==> src/inc/dwm_regs.vh <==
// Purpose: register offsets, field positions, reset values and warning slots of the
//          drive warning manager.
// Assumes: byte offsets on the plain register port, 32-bit data.
// Notes:   definitions only; included by rtl/dwm_top.v.
`ifndef DWM_REGS_VH
`define DWM_REGS_VH

// ==========================================================================
// register byte offsets
`define DWM_OFF_DEV_LEVEL   8'h00
`define DWM_OFF_DEV_PCT     8'h04
`define DWM_OFF_SON_LEVEL   8'h08
`define DWM_OFF_SON_PCT     8'h0c
`define DWM_OFF_OH_LEVEL    8'h10
`define DWM_OFF_SELECT      8'h14
`define DWM_OFF_CMD_MIN     8'h18
`define DWM_OFF_CMD_MAX     8'h1c
`define DWM_OFF_CLEAR       8'h20
`define DWM_OFF_ACTIVE      8'h24
`define DWM_OFF_CODE        8'h28

// ==========================================================================
// select register fields
`define DWM_SEL_BATT_WARN   0
`define DWM_SEL_DETECT_EN   1
`define DWM_SEL_VIB_WARN    2
`define DWM_SEL_FAN_EN      3
`define DWM_SEL_RIPPLE_EN   4
`define DWM_SEL_CHECK_MASK  5
`define DWM_SEL_OT_EN       6
`define DWM_SEL_MAINT_EN    7
`define DWM_SEL_CODE_BOTH   8
`define DWM_SEL_LEGACY      9
`define DWM_SEL_WIDTH       10
`define DWM_CODE_VALID_BIT  12

// ==========================================================================
// reset values
`define DWM_RST_LEVEL       32'hffffffff
`define DWM_RST_PCT         16'h0064
`define DWM_RST_OH_LEVEL    16'hffff
`define DWM_RST_SELECT      10'h10b
`define DWM_RST_CMD_MIN     32'h00000000
`define DWM_RST_CMD_MAX     32'hffffffff
`define DWM_PERCENT_DIV     32'h00000064

// ==========================================================================
// warning slots, ascending code order; masks over the 27 slots
`define DWM_NW              27
`define DWM_AUTO_MASK       27'h1bef000
`define DWM_CHECK_MASK_SET  27'h1fff000

`endif

==> src/rtl/dwm_top.v <==
// Purpose: warning detection, latching, clearing and code reporting of a servo drive.
// Assumes: condition inputs other than pins come from logic on clk_i; pins are synchronised.
// Notes:   registers on a plain port, read data one cycle after the read strobe.
//
// The placing of the registers and the strobed register port are this design's own decisions.
`include "dwm_regs.vh"
`default_nettype none

module dwm_top (
  // clock and reset
  input  wire        clk_i,
  input  wire        rst_n_i,
  // register port
  input  wire [7:0]  addr_i,
  input  wire [31:0] wdata_i,
  input  wire        we_i,
  input  wire        re_i,
  output reg  [31:0] rdata_o,
  // motion state (same clock)
  input  wire [31:0] deviation_i,
  input  wire        servo_on_i,
  input  wire        overload_pre_i,
  input  wire        regen_pre_i,
  input  wire        dbrake_pre_i,
  input  wire        vib_detect_i,
  input  wire [15:0] overheat_protection_input_i,
  input  wire [31:0] enc_ripple_i,
  input  wire [31:0] drv_ripple_i,
  input  wire        ripple_valid_i,
  // asynchronous pins
  input  wire        ctrl_temp_bad_i,
  input  wire        power_temp_bad_i,
  input  wire        fan_stopped_i,
  input  wire        battery_low_i,
  input  wire        overtravel_i,
  input  wire        part_life_end_i,
  // network command checks (one-cycle pulses)
  input  wire        err_param_num_i,
  input  wire        err_range_i,
  input  wire        err_calc_i,
  input  wire        err_size_i,
  input  wire        err_latch_mode_i,
  input  wire        cmd_unmet_i,
  input  wire        cmd_unsupported_i,
  input  wire        cmd_latch_interf_i,
  input  wire        cmd_sub_conflict_i,
  input  wire        cmd_undefined_i,
  input  wire        cmd_phase_err_i,
  input  wire        link_error_i,
  input  wire        cmd_ok_i,
  input  wire        clear_fault_i,
  // command data clamp
  input  wire [31:0] cmd_data_i,
  input  wire        cmd_data_valid_i,
  output reg  [31:0] clamped_data_o,
  output reg         clamped_valid_o,
  // warning report
  output reg  [11:0] warn_code_o,
  output reg         warn_code_valid_o,
  output wire        warn_any_o,
  output reg         battery_alarm_o,
  output reg         vibration_alarm_o
);

  localparam NW = `DWM_NW;
  localparam NS = 6;

  // ========================================================================
  // decoding used by the code report
  function [11:0] slot_code;
    input [4:0] idx;
    begin
      case (idx)
        5'd0:    slot_code = 12'h900;
        5'd1:    slot_code = 12'h901;
        5'd2:    slot_code = 12'h910;
        5'd3:    slot_code = 12'h911;
        5'd4:    slot_code = 12'h912;
        5'd5:    slot_code = 12'h913;
        5'd6:    slot_code = 12'h920;
        5'd7:    slot_code = 12'h921;
        5'd8:    slot_code = 12'h923;
        5'd9:    slot_code = 12'h930;
        5'd10:   slot_code = 12'h93b;
        5'd11:   slot_code = 12'h942;
        5'd12:   slot_code = 12'h94a;
        5'd13:   slot_code = 12'h94b;
        5'd14:   slot_code = 12'h94c;
        5'd15:   slot_code = 12'h94d;
        5'd16:   slot_code = 12'h94e;
        5'd17:   slot_code = 12'h95a;
        5'd18:   slot_code = 12'h95b;
        5'd19:   slot_code = 12'h95d;
        5'd20:   slot_code = 12'h95e;
        5'd21:   slot_code = 12'h95f;
        5'd22:   slot_code = 12'h960;
        5'd23:   slot_code = 12'h97a;
        5'd24:   slot_code = 12'h97b;
        5'd25:   slot_code = 12'h9a0;
        5'd26:   slot_code = 12'h9b0;
        default: slot_code = 12'h000;
      endcase
    end
  endfunction

  // lowest set slot; slots are in ascending code order
  function [4:0] lowest_slot;
    input [NW-1:0] v;
    integer k;
    begin
      lowest_slot = 5'd0;
      for (k = NW - 1; k >= 0; k = k - 1) begin
        if (v[k]) begin
          lowest_slot = k[4:0];
        end
      end
    end
  endfunction

  // ========================================================================
  // pin synchronisers
  wire [NS-1:0] pin_raw = {part_life_end_i, overtravel_i, battery_low_i,
                           fan_stopped_i, power_temp_bad_i, ctrl_temp_bad_i};
  reg  [NS-1:0] pin_meta;
  reg  [NS-1:0] pin_sync;

  genvar g;
  generate
    for (g = 0; g < NS; g = g + 1) begin : g_sync
      // two stages; only the second stage is read by the logic
      always @(posedge clk_i or negedge rst_n_i) begin
        if (!rst_n_i) begin
          pin_meta[g] <= 1'b0;
          pin_sync[g] <= 1'b0;
        end else begin
          pin_meta[g] <= pin_raw[g];
          pin_sync[g] <= pin_meta[g];
        end
      end
    end
  endgenerate

  wire ctrl_temp_s = pin_sync[0];
  wire power_temp_s = pin_sync[1];
  wire fan_stop_s = pin_sync[2];
  wire batt_low_s = pin_sync[3];
  wire ot_s = pin_sync[4];
  wire life_end_s = pin_sync[5];

  // ========================================================================
  // settings registers
  reg [31:0]               deviation_alarm_level;
  reg [15:0]               deviation_warning_percent;
  reg [31:0]               servo_on_deviation_level;
  reg [15:0]               servo_on_deviation_percent;
  reg [15:0]               overheat_warning_level;
  reg [`DWM_SEL_WIDTH-1:0] sel;
  reg [31:0]               cmd_min;
  reg [31:0]               cmd_max;
  reg [NW-1:0]             active;

  wire wr_clear = we_i && (addr_i == `DWM_OFF_CLEAR) && wdata_i[0];

  // software writes; the clear register is a write-one strobe, not stored
  always @(posedge clk_i or negedge rst_n_i) begin
    if (!rst_n_i) begin
      deviation_alarm_level      <= `DWM_RST_LEVEL;
      deviation_warning_percent  <= `DWM_RST_PCT;
      servo_on_deviation_level   <= `DWM_RST_LEVEL;
      servo_on_deviation_percent <= `DWM_RST_PCT;
      overheat_warning_level     <= `DWM_RST_OH_LEVEL;
      sel                        <= `DWM_RST_SELECT;
      cmd_min                    <= `DWM_RST_CMD_MIN;
      cmd_max                    <= `DWM_RST_CMD_MAX;
    end else if (we_i) begin
      case (addr_i)
        `DWM_OFF_DEV_LEVEL: deviation_alarm_level      <= wdata_i;
        `DWM_OFF_DEV_PCT:   deviation_warning_percent  <= wdata_i[15:0];
        `DWM_OFF_SON_LEVEL: servo_on_deviation_level   <= wdata_i;
        `DWM_OFF_SON_PCT:   servo_on_deviation_percent <= wdata_i[15:0];
        `DWM_OFF_OH_LEVEL:  overheat_warning_level     <= wdata_i[15:0];
        `DWM_OFF_SELECT:    sel                        <= wdata_i[`DWM_SEL_WIDTH-1:0];
        `DWM_OFF_CMD_MIN:   cmd_min                    <= wdata_i;
        `DWM_OFF_CMD_MAX:   cmd_max                    <= wdata_i;
        default: ;
      endcase
    end
  end

  // read data in the cycle after the strobe only; unmapped reads give zero
  always @(posedge clk_i or negedge rst_n_i) begin
    if (!rst_n_i) begin
      rdata_o <= 32'h00000000;
    end else if (re_i) begin
      case (addr_i)
        `DWM_OFF_DEV_LEVEL: rdata_o <= deviation_alarm_level;
        `DWM_OFF_DEV_PCT:   rdata_o <= {16'h0000, deviation_warning_percent};
        `DWM_OFF_SON_LEVEL: rdata_o <= servo_on_deviation_level;
        `DWM_OFF_SON_PCT:   rdata_o <= {16'h0000, servo_on_deviation_percent};
        `DWM_OFF_OH_LEVEL:  rdata_o <= {16'h0000, overheat_warning_level};
        `DWM_OFF_SELECT:    rdata_o <= {22'h000000, sel};
        `DWM_OFF_CMD_MIN:   rdata_o <= cmd_min;
        `DWM_OFF_CMD_MAX:   rdata_o <= cmd_max;
        `DWM_OFF_ACTIVE:    rdata_o <= {5'h00, active};
        `DWM_OFF_CODE:      rdata_o <= {19'h00000, warn_code_valid_o, warn_code_o};
        default:            rdata_o <= 32'h00000000;
      endcase
    end else begin
      rdata_o <= 32'h00000000;
    end
  end

  // ========================================================================
  // threshold compares; both sides scaled by 100 so no divider is needed
  wire [47:0] dev_x100 = {16'h0000, deviation_i} * `DWM_PERCENT_DIV;
  wire [47:0] dev_lim  = {16'h0000, deviation_alarm_level} *
                         {32'h00000000, deviation_warning_percent};
  wire [47:0] son_lim  = {16'h0000, servo_on_deviation_level} *
                         {32'h00000000, servo_on_deviation_percent};

  reg servo_on_q;
  always @(posedge clk_i or negedge rst_n_i) begin
    if (!rst_n_i) begin
      servo_on_q <= 1'b0;
    end else begin
      servo_on_q <= servo_on_i;
    end
  end
  wire servo_on_rise = servo_on_i & ~servo_on_q;

  // ========================================================================
  // command data clamp
  wire below_min = cmd_data_i < cmd_min;
  wire above_max = cmd_data_i > cmd_max;
  wire clamp_hit = cmd_data_valid_i & (below_min | above_max);

  always @(posedge clk_i or negedge rst_n_i) begin
    if (!rst_n_i) begin
      clamped_data_o  <= 32'h00000000;
      clamped_valid_o <= 1'b0;
    end else begin
      clamped_valid_o <= cmd_data_valid_i;
      if (cmd_data_valid_i) begin
        if (below_min) begin
          clamped_data_o <= cmd_min;
        end else if (above_max) begin
          clamped_data_o <= cmd_max;
        end else begin
          clamped_data_o <= cmd_data_i;
        end
      end
    end
  end

  // ========================================================================
  // detection with enables
  wire gen   = sel[`DWM_SEL_DETECT_EN];
  wire chk   = gen & ~sel[`DWM_SEL_CHECK_MASK];
  reg  [NW-1:0] raise;

  always @* begin
    raise     = {NW{1'b0}};
    raise[0]  = gen & (dev_x100 > dev_lim);
    raise[1]  = gen & servo_on_rise & (dev_x100 > son_lim);
    raise[2]  = gen & overload_pre_i;
    raise[3]  = gen & sel[`DWM_SEL_VIB_WARN] & vib_detect_i;
    raise[4]  = gen & ctrl_temp_s;
    raise[5]  = gen & power_temp_s;
    raise[6]  = gen & regen_pre_i;
    raise[7]  = gen & dbrake_pre_i;
    raise[8]  = sel[`DWM_SEL_FAN_EN] & fan_stop_s;
    raise[9]  = gen & sel[`DWM_SEL_BATT_WARN] & batt_low_s;
    raise[10] = gen & (overheat_protection_input_i > overheat_warning_level);
    raise[11] = gen & sel[`DWM_SEL_RIPPLE_EN] & ripple_valid_i &
                (enc_ripple_i != drv_ripple_i);
    raise[12] = chk & err_param_num_i;
    raise[13] = chk & err_range_i;
    raise[14] = chk & err_calc_i;
    raise[15] = chk & err_size_i;
    raise[16] = chk & err_latch_mode_i;
    raise[17] = chk & cmd_unmet_i;
    raise[18] = chk & cmd_unsupported_i;
    raise[19] = chk & cmd_latch_interf_i;
    raise[20] = chk & cmd_sub_conflict_i;
    raise[21] = chk & cmd_undefined_i;
    raise[22] = chk & link_error_i;
    raise[23] = chk & cmd_phase_err_i;
    raise[24] = chk & clamp_hit;
    raise[25] = sel[`DWM_SEL_OT_EN] & servo_on_i & ot_s;
    raise[26] = gen & sel[`DWM_SEL_MAINT_EN] & life_end_s;
  end

  // ========================================================================
  // clearing: latched slots need clear fault; auto slots follow the profile
  wire clr_fault = clear_fault_i | wr_clear;
  wire clr_auto  = sel[`DWM_SEL_LEGACY] ? clr_fault : (cmd_ok_i | clr_fault);
  wire [NW-1:0] auto_mask = `DWM_AUTO_MASK;
  wire [NW-1:0] clr_vec   = (auto_mask & {NW{clr_auto}}) |
                            (~auto_mask & {NW{clr_fault}});

  // a raise in the clearing cycle wins, so no event is lost
  always @(posedge clk_i or negedge rst_n_i) begin
    if (!rst_n_i) begin
      active <= {NW{1'b0}};
    end else begin
      active <= raise | (active & ~clr_vec);
    end
  end

  // alarm-mode routing of vibration and battery conditions
  always @(posedge clk_i or negedge rst_n_i) begin
    if (!rst_n_i) begin
      battery_alarm_o   <= 1'b0;
      vibration_alarm_o <= 1'b0;
    end else begin
      battery_alarm_o   <= batt_low_s & ~sel[`DWM_SEL_BATT_WARN];
      vibration_alarm_o <= vib_detect_i & ~sel[`DWM_SEL_VIB_WARN];
    end
  end

  // ========================================================================
  // code report: lowest active slot, only when codes are enabled for output
  wire code_en = sel[`DWM_SEL_CODE_BOTH] & (|active);

  always @(posedge clk_i or negedge rst_n_i) begin
    if (!rst_n_i) begin
      warn_code_o       <= 12'h000;
      warn_code_valid_o <= 1'b0;
    end else begin
      warn_code_valid_o <= code_en;
      warn_code_o       <= code_en ? slot_code(lowest_slot(active)) : 12'h000;
    end
  end

  assign warn_any_o = |active;

endmodule // dwm_top

`default_nettype wire

==> config.mk <==
export PLATFORM = sky130hd
export DESIGN_NAME = dwm_top
export DESIGN_NICKNAME = d
export VERILOG_FILES = /design/src/rtl/dwm_top.v
export VERILOG_INCLUDE_DIRS = /design/src /design/src/inc
export SDC_FILE = /design/constraint.sdc
export NUM_CORES = 2
export LEC_CHECK = 0
export BUFFER_PORTS_ARGS = -buffer_cell sky130_fd_sc_hd__buf_2
export CORE_MARGIN = 1.5
export CORE_UTILIZATION = 65
export DETAILED_ROUTE_END_ITERATION = 8
export GPL_ROUTABILITY_DRIVEN = 0
export PLACE_DENSITY = 0.84
export SYNTH_ARGS = -nofsm -noshare
export SYNTH_HDL_FRONTEND = slang
export SYNTH_SLANG_ARGS = --single-unit
==> constraint.sdc <==
create_clock -name clk_i -period 23.2 [get_ports clk_i]
set_input_delay 0 -clock clk_i [delete_from_list [all_inputs] [get_ports clk_i]]
set_output_delay 0 -clock clk_i [all_outputs]
set_load 0.005 [all_outputs]
### Yosys cells after proc, flatten, opt, wreduce, memory -nomap -nowiden

Memories as Yosys holds them, arrays and structs flattened.
Cells that the tools add are included.

* register bits after elaboration: 306
* bits in read-only memories: 320
* input bits: 215
* output and inout bits: 81
* word-level logic and storage cells: 145
* memories: 1

Memories
* (no name shown): words 32, width 10, rd ports 1, clocked after memory_dff 0, write ports 0, RTL line dwm_top.v:73 `case (idx)`

* multipliers: 3
* magnitude comparators: 5
* eq/ne operators: 11
* mux-type cells: 33
* bitwise logic cells: 51
* reduce and logical (&&, ||, !) cells: 12

Operators by type and width (count)
* 32-bit case mux with 10 select lines: 1
* 5-bit two-way mux: 27
* 39-bit by 48-bit greater-than comparator with 1-bit output: 2
* 32-bit by 16-bit multiplier with 48-bit output: 2
* 32-bit two-way mux: 3
* 1-bit AND: 40
* 32-bit by 5-bit multiplier with 37-bit output, second input constant: 1
* 8-bit by 5-bit == test with 1-bit output, second input constant: 4
* 32-bit greater-than comparator: 1
* 32-bit < comparator: 1
* 32-bit inequality test: 1
* 27-bit AND: 1
* 27-bit inverter: 1
* 25-bit by 27-bit OR with 27-bit output: 1
* 27-bit OR: 1
* 27-bit OR reduction: 1
* 8-bit by 6-bit == test with 1-bit output, second input constant: 3
* 8-bit by 4-bit == test with 1-bit output, second input constant: 2
* 16-bit greater-than comparator: 1
* 2-bit AND reduction: 8
* 12-bit two-way mux: 1
* 8-bit by 3-bit == test with 1-bit output, second input constant: 1
* 8-bit logical NOT: 1
* 1-bit inverter: 4
* other kinds (3): 6

### Longest topological paths before layout

An unclocked memory read counts as a cell.

* depth in word-level cells: 29
* depth in mapped cells: 39
* mapped depth without buffers: 37

### Worst setup path before layout

No wires, ideal clock.

* kind: register to register
* start: register servo_on_deviation_level[19]
* end: register active[1]
* library setup time: 0.095 ns
* arrival time: 8.384 ns
* data required time: 23.105 ns
* slack: 14.720 ns
* cell stages (with the launch flop): 36
* buffers on the path: 2
* clock period less this slack: 8.480 ns
* path through: dfstp_2 -> clkbuf_1 -> clkbuf_1 -> nand2_1 -> fa_1 -> inv_1 -> fa_1 -> inv_1 -> fa_1 -> inv_1 -> fa_1 -> fa_1 -> inv_1 -> fa_1 -> inv_1 -> ha_1 -> a21o_1 -> a21o_1 -> o2111ai_1 -> o221a_2 -> o31ai_1 -> a211o_1 -> a21oi_1 -> o31ai_1 -> a21o_1 -> a21oi_1 -> xor2_1 -> ha_1 -> nand3_1 -> nor4_1 -> or4_1 -> a21oi_1 -> o221ai_1 -> a2111oi_0 -> nand4_1 -> o31ai_1

* longest elaborated chain between the ends: 4

Ends and longest elaborated chain
* start, declared: RTL line dwm_top.v:154 `reg [31:0] servo_on_deviation_level;`
* start signal, assigned: RTL line dwm_top.v:169 `` servo_on_deviation_level <= `DWM_RST_LEVEL; ``
* start signal, assigned: RTL line dwm_top.v:179 `` `DWM_OFF_SON_LEVEL: servo_on_deviation_level <= wdata_i; ``
* 32-bit by 16-bit multiplier with 48-bit output: RTL line dwm_top.v:218 `wire [47:0] son_lim = {16'h0000, servo_on_deviation_level} *`
* 39-bit by 48-bit greater-than comparator with 1-bit output: RTL line dwm_top.v:264 `raise[1] = gen & servo_on_rise & (dev_x100 > son_lim);`
* 1-bit AND: RTL line dwm_top.v:264
* 27-bit OR: RTL line dwm_top.v:306 `active <= raise | (active & ~clr_vec);`
* end signal, assigned: RTL line dwm_top.v:304 `active <= {NW{1'b0}};`
* end signal, assigned: RTL line dwm_top.v:306
* end, declared: RTL line dwm_top.v:160 `reg [NW-1:0] active;`

No other way between the ends.
A chain may end at the register's enable or synchronous reset.

### Worst setup path in the final report

* start: register deviation_warning_percent[2]
* end: register active[0]

* longest elaborated chain between the ends: 4

Ends and longest elaborated chain
* start, declared: RTL line dwm_top.v:153 `reg [15:0] deviation_warning_percent;`
* start signal, assigned: RTL line dwm_top.v:168 `` deviation_warning_percent <= `DWM_RST_PCT; ``
* start signal, assigned: RTL line dwm_top.v:178 `` `DWM_OFF_DEV_PCT: deviation_warning_percent <= wdata_i[15:0]; ``
* 32-bit by 16-bit multiplier with 48-bit output: RTL line dwm_top.v:216 `wire [47:0] dev_lim = {16'h0000, deviation_alarm_level} *`
* 39-bit by 48-bit greater-than comparator with 1-bit output: RTL line dwm_top.v:263 `raise[0] = gen & (dev_x100 > dev_lim);`
* 1-bit AND: RTL line dwm_top.v:263
* 27-bit OR: RTL line dwm_top.v:306

No other way between the ends.

==> flow_summary_export.csv <==
group,metric,value,unit
run_status,status,"finished clean",
sta,post-route-period-util,41.8,%
routing,met1Wirelength,56.4,mm
clock_tree,clockRootBuffer,"clkbuf_16",
floorplanning,pin_count,296,
critical_path,crit_fanout,34,
clock_tree,ctsResizeCount,0,
routing,wirelength,163,mm
grt,grt.overflow.total,0,
sta,final_max_slew_viol_count,0,
sta,setup_tns,0,ns
grt,antenna_found_initial,10,
routing,drt_iter0_markers,4744,
critical_path,arrival,10.20,ns
grt,grt_pass1_vias,46600,
critical_path,startpoint_type,"flop",
sta,hold_viol,0,
layout,final_cell_mix,"1199 x inv_1, 863 x fa_1, 781 x nand2_1, 503 x ha_1, 357 x and2_1",
routing,dr.pass1.iters,9,
power_and_ir_drop,cellLeakagePower,28.5,nW
routing,routed_via_density,6.25,
routing,wl_per_cell,23.3,µm
grt,grt_max_degree,104,
synthesis,synthCells,5731,
clock_tree,htree_levels,1,
sta,grt_setup_unrepaired,"no",
floorplanning,die_h,289,µm
critical_path,crit_path_top_delay_cell,"dfstp_2",
floorplanning,fp.dieW,289,µm
hold_path,min_path_type,"in -> reg",
clock_tree,clk_pin_slew,0.10,ns
synthesis,ys_seq_area_share,14.6,%
routing,via_count,43700,
clock_tree,cts_tree,"built",
grt,grt_pass1_wl,256,mm
synthesis,synth_area_per_cell,9.25,µm²
sta,finalSetupViolations,0,
place,port-buffer-count,293,
place,dp_hpwl,124,mm
routing,drc,0,
sta,maxSlewHeadroom,13.0,%
critical_path,r2r_cells,34,
critical_path,cp_top_family,"adder cells",
clock_tree,cts_buffers,29,
power_and_ir_drop,power_density,32.9,mW/mm²
layout,final_common_cell,"inv_1",
critical_path,max_stage_delay,1.08,ns
synthesis,yosys_warnings,0,
synthesis,synth.ff_latch_count,303,
layout,drive_gt1_share,12.9,%
clock_tree,cts_buffer_depth,3,
grt,grt_use_total,40.1,%
sta,fmax,0.103,GHz
routing,wl_met2,73.6,mm
critical_path,crit_buf_inv,3,
synthesis,synth_area,0.0530,mm²
critical_path,path_class,"reg -> reg",
critical_path,cp-end-kind,"flop",
hold_path,hold_depth,4,
synthesis,async_reset_ff_share,100,%
synthesis,synth_edf_count,0,
sta,fin_skew,0.0290,ns
floorplanning,die-area,0.0832,mm²
clock_tree,cts.sinks,303,
sta,worst_pin_slew,1.31,ns
flow_run,max-cap-violations,0,
routing,wl_met3,20.4,mm
floorplanning,initial_core_util,65.8,%
synthesis,synthFlopType,"dfrtp_1",
routing,drtAntennaViolNets,0,
critical_path,cp.required,23.71,ns
layout,area_growth,7.31,%
sta,fin_crit,9.69,ns
layout,n_fill_cell,5663,
layout,fin_nets,7489,
clock_tree,postCtsHoldBufs,82,
power_and_ir_drop,fin_total_pwr,1.87,mW
critical_path,path_depth,34,
synthesis,synth_cell_type_count,82,
floorplanning,rows,104,
power_and_ir_drop,irDropWorstVdd,0.0742,mV
clock_tree,cts_setup_buffers,0,
clock_tree,clock_latency,0.60,ns
routing,highest_layer,"met5",
critical_path,cpMostUsedCell,"fa_1",
floorplanning,coreArea,0.0805,mm²
==> cell families after synthesis <==
group | count (synthesis) | share of synthesized area [%]
muxes | 286 | 5.92
and+or+nand+nor | 1479 | 13.2
other | 1 | 0.00708
AOI/OAI and AO/OA | 684 | 8.91
DFF | 303 | 14.6
buffers and inverters | 1473 | 10.5
xor gates and xnor gates | 139 | 2.30
adders and majority gates | 1366 | 44.5
==> cells in the mapped netlist (all sizes together) (42+ instances only) <==
library cell	count	area, µm²
xnor2	74	648
fa	863	17300
a21o	106	797
nand3	42	210
dfrtp	181	4530
a21oi	174	875
mux2i	66	661
inv	1199	4500
dfstp	122	3210
ha	503	6290
nor2	105	394
nand2	784	2950
a22oi	49	368
xor2	65	569
mux2	220	2480
and2	359	2250
clkbuf	247	927
o21ai	82	410
==> routing by layer <==
metal  GRT usage [%]  vias up
met3            11.3      803
met4            25.6       14
met5               0        -
li1                -    18300
met1            48.7    21500
met2            63.3     3102
==> area by class of cell <==
| type | instances | area (µm²) | share of cell area (%) |
|---|---|---|---|
| Inverter | 1199 | 4500 | 7.91 |
| Tap cell | 1060 | 1330 | 2.33 |
| Clock buffer | 32 | 747 | 1.31 |
| Clock inverter | 22 | 185 | 0.326 |
| Timing Repair Buffer | 419 | 2630 | 4.62 |
| Antenna cell | 4 | 10.0 | 0.0176 |
| Multi-Input combinational cell | 3956 | 39700 | 69.9 |
| Sequential cell | 303 | 7730 | 13.6 |
==> report_power, final <==
part	internal, mW	switching (mW)
sequential	0.561	0.0768
clock	0.248	0.237
combinational	0.303	0.443
==> worst register-to-register path, delay by kind of cell (launching register included) <==
| kind | cells | cell delay, ns |
|---|---|---|
| flops | 1 | 1.08 |
| fa+ha+maj | 8 | 3.75 |
| compound gates | 15 | 3.43 |
| simple gates | 8 | 1.20 |
| buf+inv | 3 | 0.16 |
==> flip-flops by register name, summed over array words and instances, names as in the netlist, 6 cells and up <==
| register | cells |
|---|---|
| cmd_min | 32 |
| warn_code_o | 9 |
| overheat_warning_level | 16 |
| rdata_o | 32 |
| pin_meta | 6 |
| sel | 10 |
| deviation_warning_percent | 16 |
| servo_on_deviation_level | 32 |
| deviation_alarm_level | 32 |
| cmd_max | 32 |
| active | 27 |
| clamped_data_o | 32 |
| servo_on_deviation_percent | 16 |
==> path summary, 6_finish.rpt <==
path                                         startpoint                 end  slack, ns
setup reg to reg           deviation_warning_percent[2]           active[0]      13.51
min in group asynchronous                       rst_n_i          rdata_o[1]       0.02
max in group asynchronous                       rst_n_i  clamped_data_o[13]      21.62
setup / recovery           deviation_warning_percent[2]           active[0]      13.51
hold reg to reg                             pin_meta[0]         ctrl_temp_s       0.36
hold / removal                           cmd_data_i[15]  clamped_data_o[15]       0.01
==> per-stage QoR <==
step / area (µm²) / instances / utilization, % / hold slack (ns) / setup WS, ns
finish: 56900 / 6995 / 70.6 / 0.0147 / 13.51
global route: 56900 / 6993 / 70.6 / 0.0357 / 12.83
CTS: 56900 / 6991 / 70.6 / 0.0133 / 13.65
detailed placement: 55100 / 6855 / 68.4 / 0.0921 / 13.65
global placement: 55100 / 6855 / 68.4 / 0.0893 / 13.88
floorplan: 53000 / 5732 / - / -0.296 / 14.72
Note: power is estimated with default switching activity, not from simulation.
